`src/hw/sfc_defines.vh`:
```
// constants for the serial flash command block: opcodes, status fields, phase lengths
// assumes inclusion by the design files only; holds definitions and no logic
`ifndef SFC_DEFINES_VH
`define SFC_DEFINES_VH

// ----------------------------------------------------------------------------
// opcodes
// ----------------------------------------------------------------------------
`define SFC_OP_STATUS_WRITE   8'h01
`define SFC_OP_READ           8'h03
`define SFC_OP_WRITE_LOCK     8'h04
`define SFC_OP_STATUS1_FETCH  8'h05
`define SFC_OP_WRITE_UNLOCK   8'h06
`define SFC_OP_FAST_READ      8'h0B
`define SFC_OP_FOUR_LINE_ENTRY 8'h38
`define SFC_OP_VOLATILE_EN    8'h50
`define SFC_OP_CONFIG_FETCH   8'h95
`define SFC_OP_CONFIG_WRITE   8'hC0
`define SFC_OP_FOUR_LINE_EXIT 8'hFF

// ----------------------------------------------------------------------------
// first status register layout
// ----------------------------------------------------------------------------
`define SFC_SR1_BUSY         0
`define SFC_SR1_LATCH        1
`define SFC_SR1_TOP_BOTTOM   3
`define SFC_SR1_SECTOR_GRAN  4
`define SFC_SR1_GUARD        7
`define SFC_SR1_WR_MASK      8'hFC
`define SFC_SR1_BOOT_MASK    8'h18
`define SFC_OTP_WR_MASK      8'hDC
`define SFC_OTP_BOOT_LOCK    3
`define SFC_OTP_PIN_DISABLE  6
`define SFC_SR1_RESET        8'h00

// ----------------------------------------------------------------------------
// read_config_status layout
// ----------------------------------------------------------------------------
`define SFC_SR3_WRAP_MSB     1
`define SFC_SR3_WRAP_LSB     0
`define SFC_SR3_DRIVE_MSB    3
`define SFC_SR3_DRIVE_LSB    2
`define SFC_SR3_DUMMY_MSB    5
`define SFC_SR3_DUMMY_LSB    4
`define SFC_SR3_RW_MASK      8'h3F
`define SFC_SR3_RESET        8'h00

// ----------------------------------------------------------------------------
// dummy byte counts for reads without wrap, by code
// ----------------------------------------------------------------------------
`define SFC_DUMMY_CODE0      6'h03
`define SFC_DUMMY_CODE1      6'h02
`define SFC_DUMMY_CODE2      6'h04
`define SFC_DUMMY_CODE3      6'h05
`define SFC_QUAD_CLKS_PER_BYTE 1
`define SFC_SPI_DUMMY_CLKS   6'h08

// ----------------------------------------------------------------------------
// phase lengths in bits and timing
// ----------------------------------------------------------------------------
`define SFC_OPC_BITS         6'h08
`define SFC_ADDR_BITS        6'h18
`define SFC_DATA_BITS        6'h08
`define SFC_BYTE_BITS        4'h8
`define SFC_CLK_PERIOD_NS    40
`define SFC_WR_CYCLE_NS      5000000

`endif

```
`src/hw/sfc_top.v`:
```
// serial flash command block: status writes, config register, plain and fast reads
// assumes spi pins arrive asynchronously; memory array answers on a valid/ready port
`timescale 1ns/1ps
`include "sfc_defines.vh"

module sfc_top #(
   parameter ADDR_W    = 24,
   parameter CNT_W     = 24,
   parameter WR_CYCLES = `SFC_WR_CYCLE_NS / `SFC_CLK_PERIOD_NS
) (
   input  wire              core_clk,
   input  wire              rst,
   input  wire              ce,
   input  wire              spi_clk,
   input  wire              spi_cs_n,
   input  wire [3:0]        dq_in,
   output reg  [3:0]        dq_out,
   output reg  [3:0]        dq_oe_n,
   input  wire              otp_mode,
   input  wire              ext_busy,
   output reg  [ADDR_W-1:0] mem_addr,
   output reg               mem_fetch,
   input  wire [7:0]        mem_data,
   input  wire              mem_data_valid,
   output wire              mem_data_ready,
   output wire [1:0]        cfg_wrap_len,
   output wire [1:0]        cfg_drive,
   output reg               four_line_cmd_mode,
   output reg               busy_cycle_flag,
   output reg               write_unlock_latch
);

   // -------------------------------------------------------------------------
   // states
   // -------------------------------------------------------------------------
   localparam [5:0] S_OPC   = 6'h01;
   localparam [5:0] S_ADDR  = 6'h02;
   localparam [5:0] S_DUMMY = 6'h04;
   localparam [5:0] S_DIN   = 6'h08;
   localparam [5:0] S_OUT   = 6'h10;
   localparam [5:0] S_SKIP  = 6'h20;
   localparam [31:0]      WR_LAST_W = WR_CYCLES - 1;
   localparam [CNT_W-1:0] WR_LAST   = WR_LAST_W[CNT_W-1:0];

   function [5:0] dummy_bytes;
      input [1:0] code;
      begin
         case (code)
            2'h0:    dummy_bytes = `SFC_DUMMY_CODE0;
            2'h1:    dummy_bytes = `SFC_DUMMY_CODE1;
            2'h2:    dummy_bytes = `SFC_DUMMY_CODE2;
            default: dummy_bytes = `SFC_DUMMY_CODE3;
         endcase
      end
   endfunction

   // -------------------------------------------------------------------------
   // pin synchronisation and edge finding
   // -------------------------------------------------------------------------
   wire [5:0]  pins_s;
   wire        sclk_s;
   wire        cs_s;
   wire [3:0]  dq_s;
   reg         sclk_p_q;
   reg         cs_p_q;

   sfc_pin_sync #(.W(6)) u_sync (
      .core_clk (core_clk),
      .rst      (rst),
      .ce       (ce),
      .d        ({spi_clk, spi_cs_n, dq_in}),
      .q        (pins_s)
   );

   assign sclk_s = pins_s[5];
   assign cs_s   = pins_s[4];
   assign dq_s   = pins_s[3:0];

   wire rise    = sclk_s & ~sclk_p_q & ~cs_s;
   wire fall    = ~sclk_s & sclk_p_q & ~cs_s;
   wire cs_rise = cs_s & ~cs_p_q;

   // -------------------------------------------------------------------------
   // registers and datapath
   // -------------------------------------------------------------------------
   reg [5:0]        state_q;
   reg [5:0]        cnt_q;
   reg [23:0]       sh_q;
   reg [7:0]        out_sh_q;
   reg [3:0]        obit_q;
   reg              src_stat_q;
   reg              stat_cfg_q;
   reg              tgt_cfg_q;
   reg              fast_q;
   reg              vol_en_q;
   reg [7:0]        nv_q;
   reg [7:0]        otp_q;
   reg [7:0]        sr3_q;
   reg [CNT_W-1:0]  wr_cnt_q;

   wire        buf_valid;
   wire [7:0]  buf_data;
   wire        buf_in_ready;
   wire        otp_locked = otp_mode & ~vol_en_q;
   wire [5:0]  step       = four_line_cmd_mode ? 6'h04 : 6'h01;
   wire [5:0]  cnt_nx     = cnt_q + step;
   wire [5:0]  cnt_one    = cnt_q + 6'h01;
   wire [23:0] sh_nx      = four_line_cmd_mode ? {sh_q[19:0], dq_s} : {sh_q[22:0], dq_s[0]};
   wire [7:0]  op         = sh_nx[7:0];
   wire        busy_any   = busy_cycle_flag | ext_busy;
   // protect pin shares dq2, so it only counts in single-line mode
   wire        pin_locked = nv_q[`SFC_SR1_GUARD] & ~dq_s[2] & ~four_line_cmd_mode
                            & ~otp_q[`SFC_OTP_PIN_DISABLE];
   wire [5:0]  dummy_clks = four_line_cmd_mode ?
                            (dummy_bytes(sr3_q[`SFC_SR3_DUMMY_MSB:`SFC_SR3_DUMMY_LSB])
                             << `SFC_QUAD_CLKS_PER_BYTE) :
                            `SFC_SPI_DUMMY_CLKS;
   wire [7:0]  sr1_rd     = {(otp_locked ? otp_q[7:2] : nv_q[7:2]),
                             write_unlock_latch, busy_any};
   wire [7:0]  sr3_rd     = sr3_q & `SFC_SR3_RW_MASK;
   wire        load_byte  = fall & (state_q == S_OUT) & (obit_q == 4'h0);
   wire        pop        = load_byte & ~src_stat_q & buf_valid;
   wire [7:0]  next_byte  = src_stat_q ? (stat_cfg_q ? sr3_rd : sr1_rd) :
                            (buf_valid ? buf_data : 8'hFF);
   wire        wr_ok      = write_unlock_latch & ~pin_locked & ~busy_any;
   wire        din_full   = (state_q == S_DIN) & (cnt_q == `SFC_DATA_BITS);
   wire [7:0]  boot_mask  = otp_q[`SFC_OTP_BOOT_LOCK] ? ~`SFC_SR1_BOOT_MASK : 8'hFF;
   wire [7:0]  nv_mask    = `SFC_SR1_WR_MASK & boot_mask;
   wire        fetch_take = mem_fetch & mem_data_valid & buf_in_ready;

   assign cfg_wrap_len = sr3_q[`SFC_SR3_WRAP_MSB:`SFC_SR3_WRAP_LSB];
   assign cfg_drive    = sr3_q[`SFC_SR3_DRIVE_MSB:`SFC_SR3_DRIVE_LSB];

   sfc_buf2 #(.W(8), .DEPTH(2), .AW(1)) u_buf (
      .core_clk  (core_clk),
      .rst       (rst),
      .ce        (ce),
      .flush     (cs_rise),
      .in_valid  (mem_fetch & mem_data_valid),
      .in_data   (mem_data),
      .in_ready  (buf_in_ready),
      .out_valid (buf_valid),
      .out_data  (buf_data),
      .out_ready (pop)
   );

   assign mem_data_ready = buf_in_ready;

   // -------------------------------------------------------------------------
   // command sequencer
   // -------------------------------------------------------------------------
   always @(posedge core_clk) begin
      if (rst) begin
         sclk_p_q           <= 1'b0;
         cs_p_q             <= 1'b1;
         state_q            <= S_OPC;
         cnt_q              <= 6'h00;
         sh_q               <= 24'h000000;
         out_sh_q           <= 8'h00;
         obit_q             <= 4'h0;
         src_stat_q         <= 1'b0;
         stat_cfg_q         <= 1'b0;
         tgt_cfg_q          <= 1'b0;
         fast_q             <= 1'b0;
         vol_en_q           <= 1'b0;
         nv_q               <= `SFC_SR1_RESET;
         otp_q              <= `SFC_SR1_RESET;
         sr3_q              <= `SFC_SR3_RESET;
         wr_cnt_q           <= {CNT_W{1'b0}};
         dq_out             <= 4'h0;
         dq_oe_n            <= 4'hF;
         mem_addr           <= {ADDR_W{1'b0}};
         mem_fetch          <= 1'b0;
         four_line_cmd_mode <= 1'b0;
         busy_cycle_flag    <= 1'b0;
         write_unlock_latch <= 1'b0;
      end else if (ce) begin
         sclk_p_q <= sclk_s;
         cs_p_q   <= cs_s;

         // timed status write cycle
         if (busy_cycle_flag) begin
            if (wr_cnt_q == {CNT_W{1'b0}}) begin
               busy_cycle_flag    <= 1'b0;
               write_unlock_latch <= 1'b0;
            end else begin
               wr_cnt_q <= wr_cnt_q - 1'b1;
            end
         end

         if (fetch_take)
            mem_addr <= mem_addr + 1'b1;

         if (cs_rise) begin
            // end of frame: drop the lines and commit a write only if its data byte arrived whole
            state_q   <= S_OPC;
            cnt_q     <= 6'h00;
            obit_q    <= 4'h0;
            mem_fetch <= 1'b0;
            dq_oe_n   <= 4'hF;
            if (din_full & tgt_cfg_q) begin
               sr3_q <= sh_q[7:0] & `SFC_SR3_RW_MASK;
            end else if (din_full & wr_ok) begin
               if (otp_locked)
                  otp_q <= otp_q | (sh_q[7:0] & `SFC_OTP_WR_MASK);
               else
                  nv_q <= (nv_q & ~nv_mask) | (sh_q[7:0] & nv_mask);
               busy_cycle_flag <= 1'b1;
               wr_cnt_q        <= WR_LAST;
            end
         end else begin
            case (state_q)
               S_OPC: begin
                  if (rise) begin
                     sh_q  <= sh_nx;
                     cnt_q <= cnt_nx;
                     if (cnt_nx == `SFC_OPC_BITS) begin
                        cnt_q <= 6'h00;
                        case (op)
                           `SFC_OP_WRITE_UNLOCK: begin
                              if (!busy_any)
                                 write_unlock_latch <= 1'b1;
                              state_q <= S_SKIP;
                           end
                           `SFC_OP_WRITE_LOCK: begin
                              if (!busy_any)
                                 write_unlock_latch <= 1'b0;
                              state_q <= S_SKIP;
                           end
                           `SFC_OP_STATUS1_FETCH: begin
                              src_stat_q <= 1'b1;
                              stat_cfg_q <= 1'b0;
                              state_q    <= S_OUT;
                           end
                           `SFC_OP_CONFIG_FETCH: begin
                              src_stat_q <= 1'b1;
                              stat_cfg_q <= 1'b1;
                              state_q    <= S_OUT;
                           end
                           `SFC_OP_STATUS_WRITE: begin
                              tgt_cfg_q <= 1'b0;
                              state_q   <= wr_ok ? S_DIN : S_SKIP;
                           end
                           `SFC_OP_CONFIG_WRITE: begin
                              tgt_cfg_q <= 1'b1;
                              state_q   <= S_DIN;
                           end
                           `SFC_OP_READ, `SFC_OP_FAST_READ: begin
                              fast_q     <= (op == `SFC_OP_FAST_READ);
                              src_stat_q <= 1'b0;
                              state_q    <= busy_any ? S_SKIP : S_ADDR;
                           end
                           `SFC_OP_FOUR_LINE_ENTRY: begin
                              four_line_cmd_mode <= 1'b1;
                              state_q            <= S_SKIP;
                           end
                           `SFC_OP_FOUR_LINE_EXIT: begin
                              four_line_cmd_mode <= 1'b0;
                              state_q            <= S_SKIP;
                           end
                           `SFC_OP_VOLATILE_EN: begin
                              vol_en_q <= 1'b1;
                              state_q  <= S_SKIP;
                           end
                           default: state_q <= S_SKIP;
                        endcase
                     end
                  end
               end
               S_ADDR: begin
                  if (rise) begin
                     sh_q  <= sh_nx;
                     cnt_q <= cnt_nx;
                     if (cnt_nx == `SFC_ADDR_BITS) begin
                        cnt_q     <= 6'h00;
                        mem_addr  <= sh_nx[ADDR_W-1:0];
                        mem_fetch <= 1'b1;
                        state_q   <= fast_q ? S_DUMMY : S_OUT;
                     end
                  end
               end
               S_DUMMY: begin
                  if (rise) begin
                     cnt_q <= cnt_one;
                     if (cnt_one == dummy_clks)
                        state_q <= S_OUT;
                  end
               end
               S_DIN: begin
                  if (rise) begin
                     sh_q <= sh_nx;
                     if (cnt_q == `SFC_DATA_BITS)
                        state_q <= S_SKIP;
                     else
                        cnt_q <= cnt_nx;
                  end
               end
               S_OUT: begin
                  if (fall) begin
                     dq_oe_n <= four_line_cmd_mode ? 4'h0 : 4'hD;
                     if (obit_q == 4'h0) begin
                        if (four_line_cmd_mode) begin
                           dq_out   <= next_byte[7:4];
                           out_sh_q <= {next_byte[3:0], 4'h0};
                        end else begin
                           dq_out   <= {2'b00, next_byte[7], 1'b0};
                           out_sh_q <= {next_byte[6:0], 1'b0};
                        end
                        obit_q <= `SFC_BYTE_BITS - step[3:0];
                     end else begin
                        if (four_line_cmd_mode) begin
                           dq_out   <= out_sh_q[7:4];
                           out_sh_q <= {out_sh_q[3:0], 4'h0};
                        end else begin
                           dq_out   <= {2'b00, out_sh_q[7], 1'b0};
                           out_sh_q <= {out_sh_q[6:0], 1'b0};
                        end
                        obit_q <= obit_q - step[3:0];
                     end
                  end
               end
               S_SKIP: begin
                  state_q <= S_SKIP;
               end
               default: state_q <= S_OPC;
            endcase
         end
      end
   end

endmodule

```
`src/hw/sfc_pin_sync.v`:
```
// two-stage synchroniser for pins arriving from outside the core clock domain
// assumes core_clk is free running; ce freezes the stages
`timescale 1ns/1ps

module sfc_pin_sync #(
   parameter W = 1
) (
   input  wire         core_clk,
   input  wire         rst,
   input  wire         ce,
   input  wire [W-1:0] d,
   output wire [W-1:0] q
);

   reg [W-1:0] meta_q;
   reg [W-1:0] sync_q;

   always @(posedge core_clk) begin
      if (rst) begin
         meta_q <= {W{1'b1}};
         sync_q <= {W{1'b1}};
      end else if (ce) begin
         meta_q <= d;
         sync_q <= meta_q;
      end
   end

   assign q = sync_q;

endmodule

```
`src/hw/sfc_buf2.v`:
```
// small fifo between the memory fetch port and the output shifter
// assumes one clock domain; flush empties it in one cycle
`timescale 1ns/1ps

module sfc_buf2 #(
   parameter W     = 8,
   parameter DEPTH = 2,
   parameter AW    = 1
) (
   input  wire         core_clk,
   input  wire         rst,
   input  wire         ce,
   input  wire         flush,
   input  wire         in_valid,
   input  wire [W-1:0] in_data,
   output wire         in_ready,
   output wire         out_valid,
   output wire [W-1:0] out_data,
   input  wire         out_ready
);

   reg [W-1:0]  mem_q [0:DEPTH-1];
   reg [AW-1:0] wr_ptr_q;
   reg [AW-1:0] rd_ptr_q;
   reg [AW:0]   cnt_q;
   reg [AW:0]   cnt_d;
   reg          ready_q;
   wire         push;
   wire         pop;

   assign push      = in_valid & ready_q;
   assign out_valid = (cnt_q != {(AW+1){1'b0}});
   assign pop       = out_valid & out_ready;
   assign out_data  = mem_q[rd_ptr_q];
   assign in_ready  = ready_q;

   always @* begin
      cnt_d = cnt_q;
      if (push & ~pop)
         cnt_d = cnt_q + 1'b1;
      else if (pop & ~push)
         cnt_d = cnt_q - 1'b1;
   end

   always @(posedge core_clk) begin
      if (rst) begin
         wr_ptr_q <= {AW{1'b0}};
         rd_ptr_q <= {AW{1'b0}};
         cnt_q    <= {(AW+1){1'b0}};
         ready_q  <= 1'b0;
      end else if (ce) begin
         if (flush) begin
            wr_ptr_q <= {AW{1'b0}};
            rd_ptr_q <= {AW{1'b0}};
            cnt_q    <= {(AW+1){1'b0}};
            ready_q  <= 1'b1;
         end else begin
            if (push) begin
               mem_q[wr_ptr_q] <= in_data;
               wr_ptr_q        <= (wr_ptr_q == DEPTH - 1) ? {AW{1'b0}} : wr_ptr_q + 1'b1;
            end
            if (pop)
               rd_ptr_q <= (rd_ptr_q == DEPTH - 1) ? {AW{1'b0}} : rd_ptr_q + 1'b1;
            cnt_q   <= cnt_d;
            ready_q <= (cnt_d != DEPTH);
         end
      end
   end

endmodule

```
`config.mk`:
```
export PLATFORM = sky130hd
export DESIGN_NAME = sfc_top
export DESIGN_NICKNAME = d
export VERILOG_FILES = /design/src/hw/sfc_top.v /design/src/hw/sfc_pin_sync.v /design/src/hw/sfc_buf2.v
export VERILOG_INCLUDE_DIRS = /design/src /design/src/hw
export SDC_FILE = /design/constraint.sdc
export NUM_CORES = 1
export LEC_CHECK = 0
export ABC_AREA = 1
export BUFFER_PORTS_ARGS = -buffer_cell sky130_fd_sc_hd__buf_2
export CAP_MARGIN = 20
export CORE_MARGIN = 1
export CORE_UTILIZATION = 45
export CTS_BUF_LIST = sky130_fd_sc_hd__clkbuf_4 sky130_fd_sc_hd__clkbuf_8 sky130_fd_sc_hd__clkbuf_16
export DETAILED_ROUTE_END_ITERATION = 8
export SLEW_MARGIN = 25
export SYNTH_ARGS = -nofsm -noshare
export SYNTH_HDL_FRONTEND = slang
export SYNTH_HIERARCHICAL = 1
export SYNTH_SLANG_ARGS = --single-unit
```
`constraint.sdc`:
```
create_clock -name core_clk -period 2.75 [get_ports core_clk]
set_input_delay 0.1375 -clock core_clk [delete_from_list [all_inputs] [get_ports core_clk]]
set_output_delay 0.1375 -clock core_clk [all_outputs]
set_load 0.02 [all_outputs]
```
==> metrics.md <==
| Metric | Value |
|---|---|
| Final period util | `85.51%` |
| EDFF count, synth | `16` |
| Drc violations | `0` |
| Crit start category | `flip-flop` |
| Mapped cell area | `0.009293 mm2` |
| WL met1 | `12550 um` |
| Share of layout cells above drive strength 1 | `13.53%` |
| Synthesis-stage register bit count | `162` |
| Worst setup EP type | `flip-flop` |
| Placed cells | `1665` |
| I/O pin count | `61` |
| Initial antenna violation count | `0` |
| Ys flop type | `dfxtp_1` |
| Sequential cell area | `0.003405 mm2` |
| Htree depth | `4` |
| Initial Util | `45.93%` |
| ANT nets after route | `0` |
| Nets@finish | `1464` |
| Core Util, Final | `51.90%` |
| Finished Cell Area | `0.01050 mm2` |
| CP Data Required Time | `3.04 ns` |
| CTS Buffer Depth | `2` |
| Count leader, synth | `nand2_1` |
| Core area | `0.02023 mm2` |
| Final Non-Filler Cells | `1711` |
| Max layer used | `met4` |
| Hold Path Class | `in2reg` |
| Drt wl/cell | `14.53 um` |
| Met2 WL | `11030 um` |
| Maximum vdd ir drop | `0.0004095 V` |
| Vias in the first global route | `8059` |
| GRT Total Usage | `23.70%` |
| Fillers | `2066` |
| First-pass GRT wire length | `40310 um` |
| Seq/Total Area, Yosys | `36.62%` |
| Crit Path Category | `reg2reg` |
| TritonCTS clock tree | `yes` |
| Largest net degree at the start of global routing | `62` |
| Skew final | `0.009341 ns` |
| Postcts setup bufs | `0` |
| Final hold slack | `0.02347 ns` |
| CTS Sinks | `162` |
| Grt ovf | `0` |
| Row Count | `52` |
| Via count | `8859` |
| Port buffer count | `60` |
| Met3 routed WL | `910 um` |
| Mapped Cells | `1367` |
| Worst-path fanout max | `4` |
| TNS Setup | `0 ns` |
| Minimum clock period after layout | `2.351 ns` |
| Die X-Extent | `145.7 um` |
| CP arrival | `2.64 ns` |
| Area of the multi-input gates | `0.004932 mm2` |
| Setup ws final | `0.3985 ns` |
| Fmax | `425.3 MHz` |
| Final setup viols | `0` |
| Post_cts resized | `0` |
| List of most frequent post-synthesis cells | `nand2_1, inv_1, dfxtp_1, nor2_1, a21oi_1` |
| Area Overhead vs Synth | `13.01%` |
| Total CTS buffers | `17` |
| Max_slew headroom | `47.00%` |
| Root Buffer | `clkbuf_16` |
| Worst-Skew Late Latency | `0.44 ns` |
| TritonRoute pass-1 iters | `5` |
| Status | `finished clean` |
| Share of the synthesized area in the top cell type | `31.45%` |
| Syn Area/Cell | `6.798 um2` |
| Post-Syn Nets | `1403` |
| Max-cap violations | `0` |
| Vias per cell | `5.178` |
| Leading area contributor after synthesis | `dfxtp_1` |
| Tot Pwr | `5.297 mW` |
| Die Span Y | `145.7 um` |
| Reg clk slew, reported paths | `0.07 ns` |
| Final hold viol count | `0` |
| GP Congestion | `0.8831` |
| HPWL after DPL | `18030 um` |
| Ys async rst share | `0%` |
| Post-CTS Hold Fix Bufs | `14` |
| Actual slew at the worst max-slew pin | `0.7950 ns` |
| PwrDens | `504.4 mW/mm2` |
| Final Max Slew Viols | `0` |
| Antenna diode count | `0` |
| Iter 0 DRT Violations | `555` |
| Synth area leaders | `dfxtp_1, nand2_1, inv_1` |
| Synth warn | `6` |
| Pre-CTS setup slack | `0.4448 ns` |
| Leak | `4.561 nW` |
| Routed WL | `24860 um` |
| Yosys cell types | `51` |
| RSZ-0062 raised after global routing | `no` |
| Placed cell areas | `0.009794 mm2` |
| Die ar. | `0.02123 mm2` |
==> cell usage in the layout, fill, tap and decap left out, types with 3 or more instances in the layout <==
| master | netlist | routed |
|---|---|---|
| a31oi_1 | 5 | 5 |
| nor2_1 | 134 | 134 |
| edfxtp_1 | 16 | 16 |
| nand3_2 | 10 | 10 |
| a211oi_1 | 8 | 8 |
| o21ai_1 | 9 | 9 |
| nor3_1 | 24 | 24 |
| nand2_1 | 329 | 329 |
| nor2_4 | 3 | 3 |
| nand2_2 | 16 | 16 |
| nor2_2 | 15 | 15 |
| clkinv_4 | 0 | 5 |
| inv_6 | 0 | 3 |
| dfxtp_1 | 146 | 145 |
| ha_1 | 16 | 16 |
| o211ai_1 | 23 | 23 |
| inv_8 | 0 | 5 |
| nor4_1 | 3 | 3 |
| o21ai_0 | 94 | 94 |
| inv_2 | 13 | 13 |
| xor2_1 | 13 | 13 |
| nand4_1 | 16 | 16 |
| inv_1 | 167 | 167 |
| dlygate4sd3_1 | 0 | 14 |
| nand3_1 | 94 | 94 |
| buf_2 | 11 | 60 |
| clkbuf_16 | 0 | 17 |
| nor3_4 | 3 | 3 |
| buf_4 | 9 | 18 |
| mux2_2 | 8 | 8 |
| nor3_2 | 3 | 3 |
| a21oi_1 | 114 | 114 |
| nor2_8 | 3 | 3 |
| xnor2_1 | 7 | 7 |
==> registers in the layout, indices dropped and copies added, names as in the netlist, 2 cells and up, named ones only <==
register       count
dq_out             4
otp_q              5
u_buf/cnt_q        2
mem_addr          24
u_buf/mem_q       16
u_sync/meta_q      6
u_sync/q           6
obit_q             4
state_q            6
sr3_q              6
wr_cnt_q          24
dq_oe_n            2
sh_q              23
out_sh_q           7
nv_q               4
cnt_q              6
==> area by class of cell <==
type                            instances  area share (%)
Tap cell                              270           3.217
Sequential cell                       162           32.42
Multi-Input combinational cell        973           46.97
Timing Repair Buffer                   92           5.481
Clock inverter                         15           1.346
Clock buffer                           17           4.051
Inverter                              182           6.517
==> worst max-delay path, stage by stage (launching register included) <==
cell and delay [ns]:
dfxtp_1 0.34, nor2_2 0.20, nand3_1 0.09, nor2_1 0.35
nand4_1 0.25, nor3_1 0.42, nand2_1 0.16, nand2_1 0.14
nand3_1 0.10, nand3_1 0.09, a21oi_1 0.06
==> per-layer routing <==
metal  vias up  GRT usage, %
met2       166         37.08
met1      4100         33.58
met3        27         3.605
li1       4566             -
met4         0         7.158
met5         -             0
==> final timing paths <==
path | start | end | slack [ns] | depth (start not counted)
worst max-delay path | state_q[0]$_SDFFE_PP1P_ | u_buf/cnt_q[0]$_SDFFE_PP0P_ | 0.40 | 10
worst min-delay path | rst | u_buf/in_ready$_SDFFE_PP0P_ | 0.02 | 4
worst max register to register | state_q[0]$_SDFFE_PP1P_ | u_buf/cnt_q[0]$_SDFFE_PP0P_ | 0.40 | 10
worst min register to register | dq_oe_n[1]$_SDFFE_PP1P_ | dq_oe_n[1]$_SDFFE_PP1P_ | 0.44 | 2
==> cell families after synthesis <==
group / synth area share [%]
buffers and inverters: 10.30
multiplexers: 1.077
AO/OA/AOI/OAI: 15.40
adder cells (fa/ha/maj): 2.154
XOR/XNOR: 1.885
flip-flops: 36.62
AND/OR/NAND/NOR: 32.56
==> where the power goes <==
group          switching [mW]  internal [mW]  leakage [nW]
Clock                    1.13           1.20         0.274
Sequential             0.0411           2.43          1.33
Combinational           0.342          0.157          2.96
Note: power is estimated with default switching activity, not from simulation.
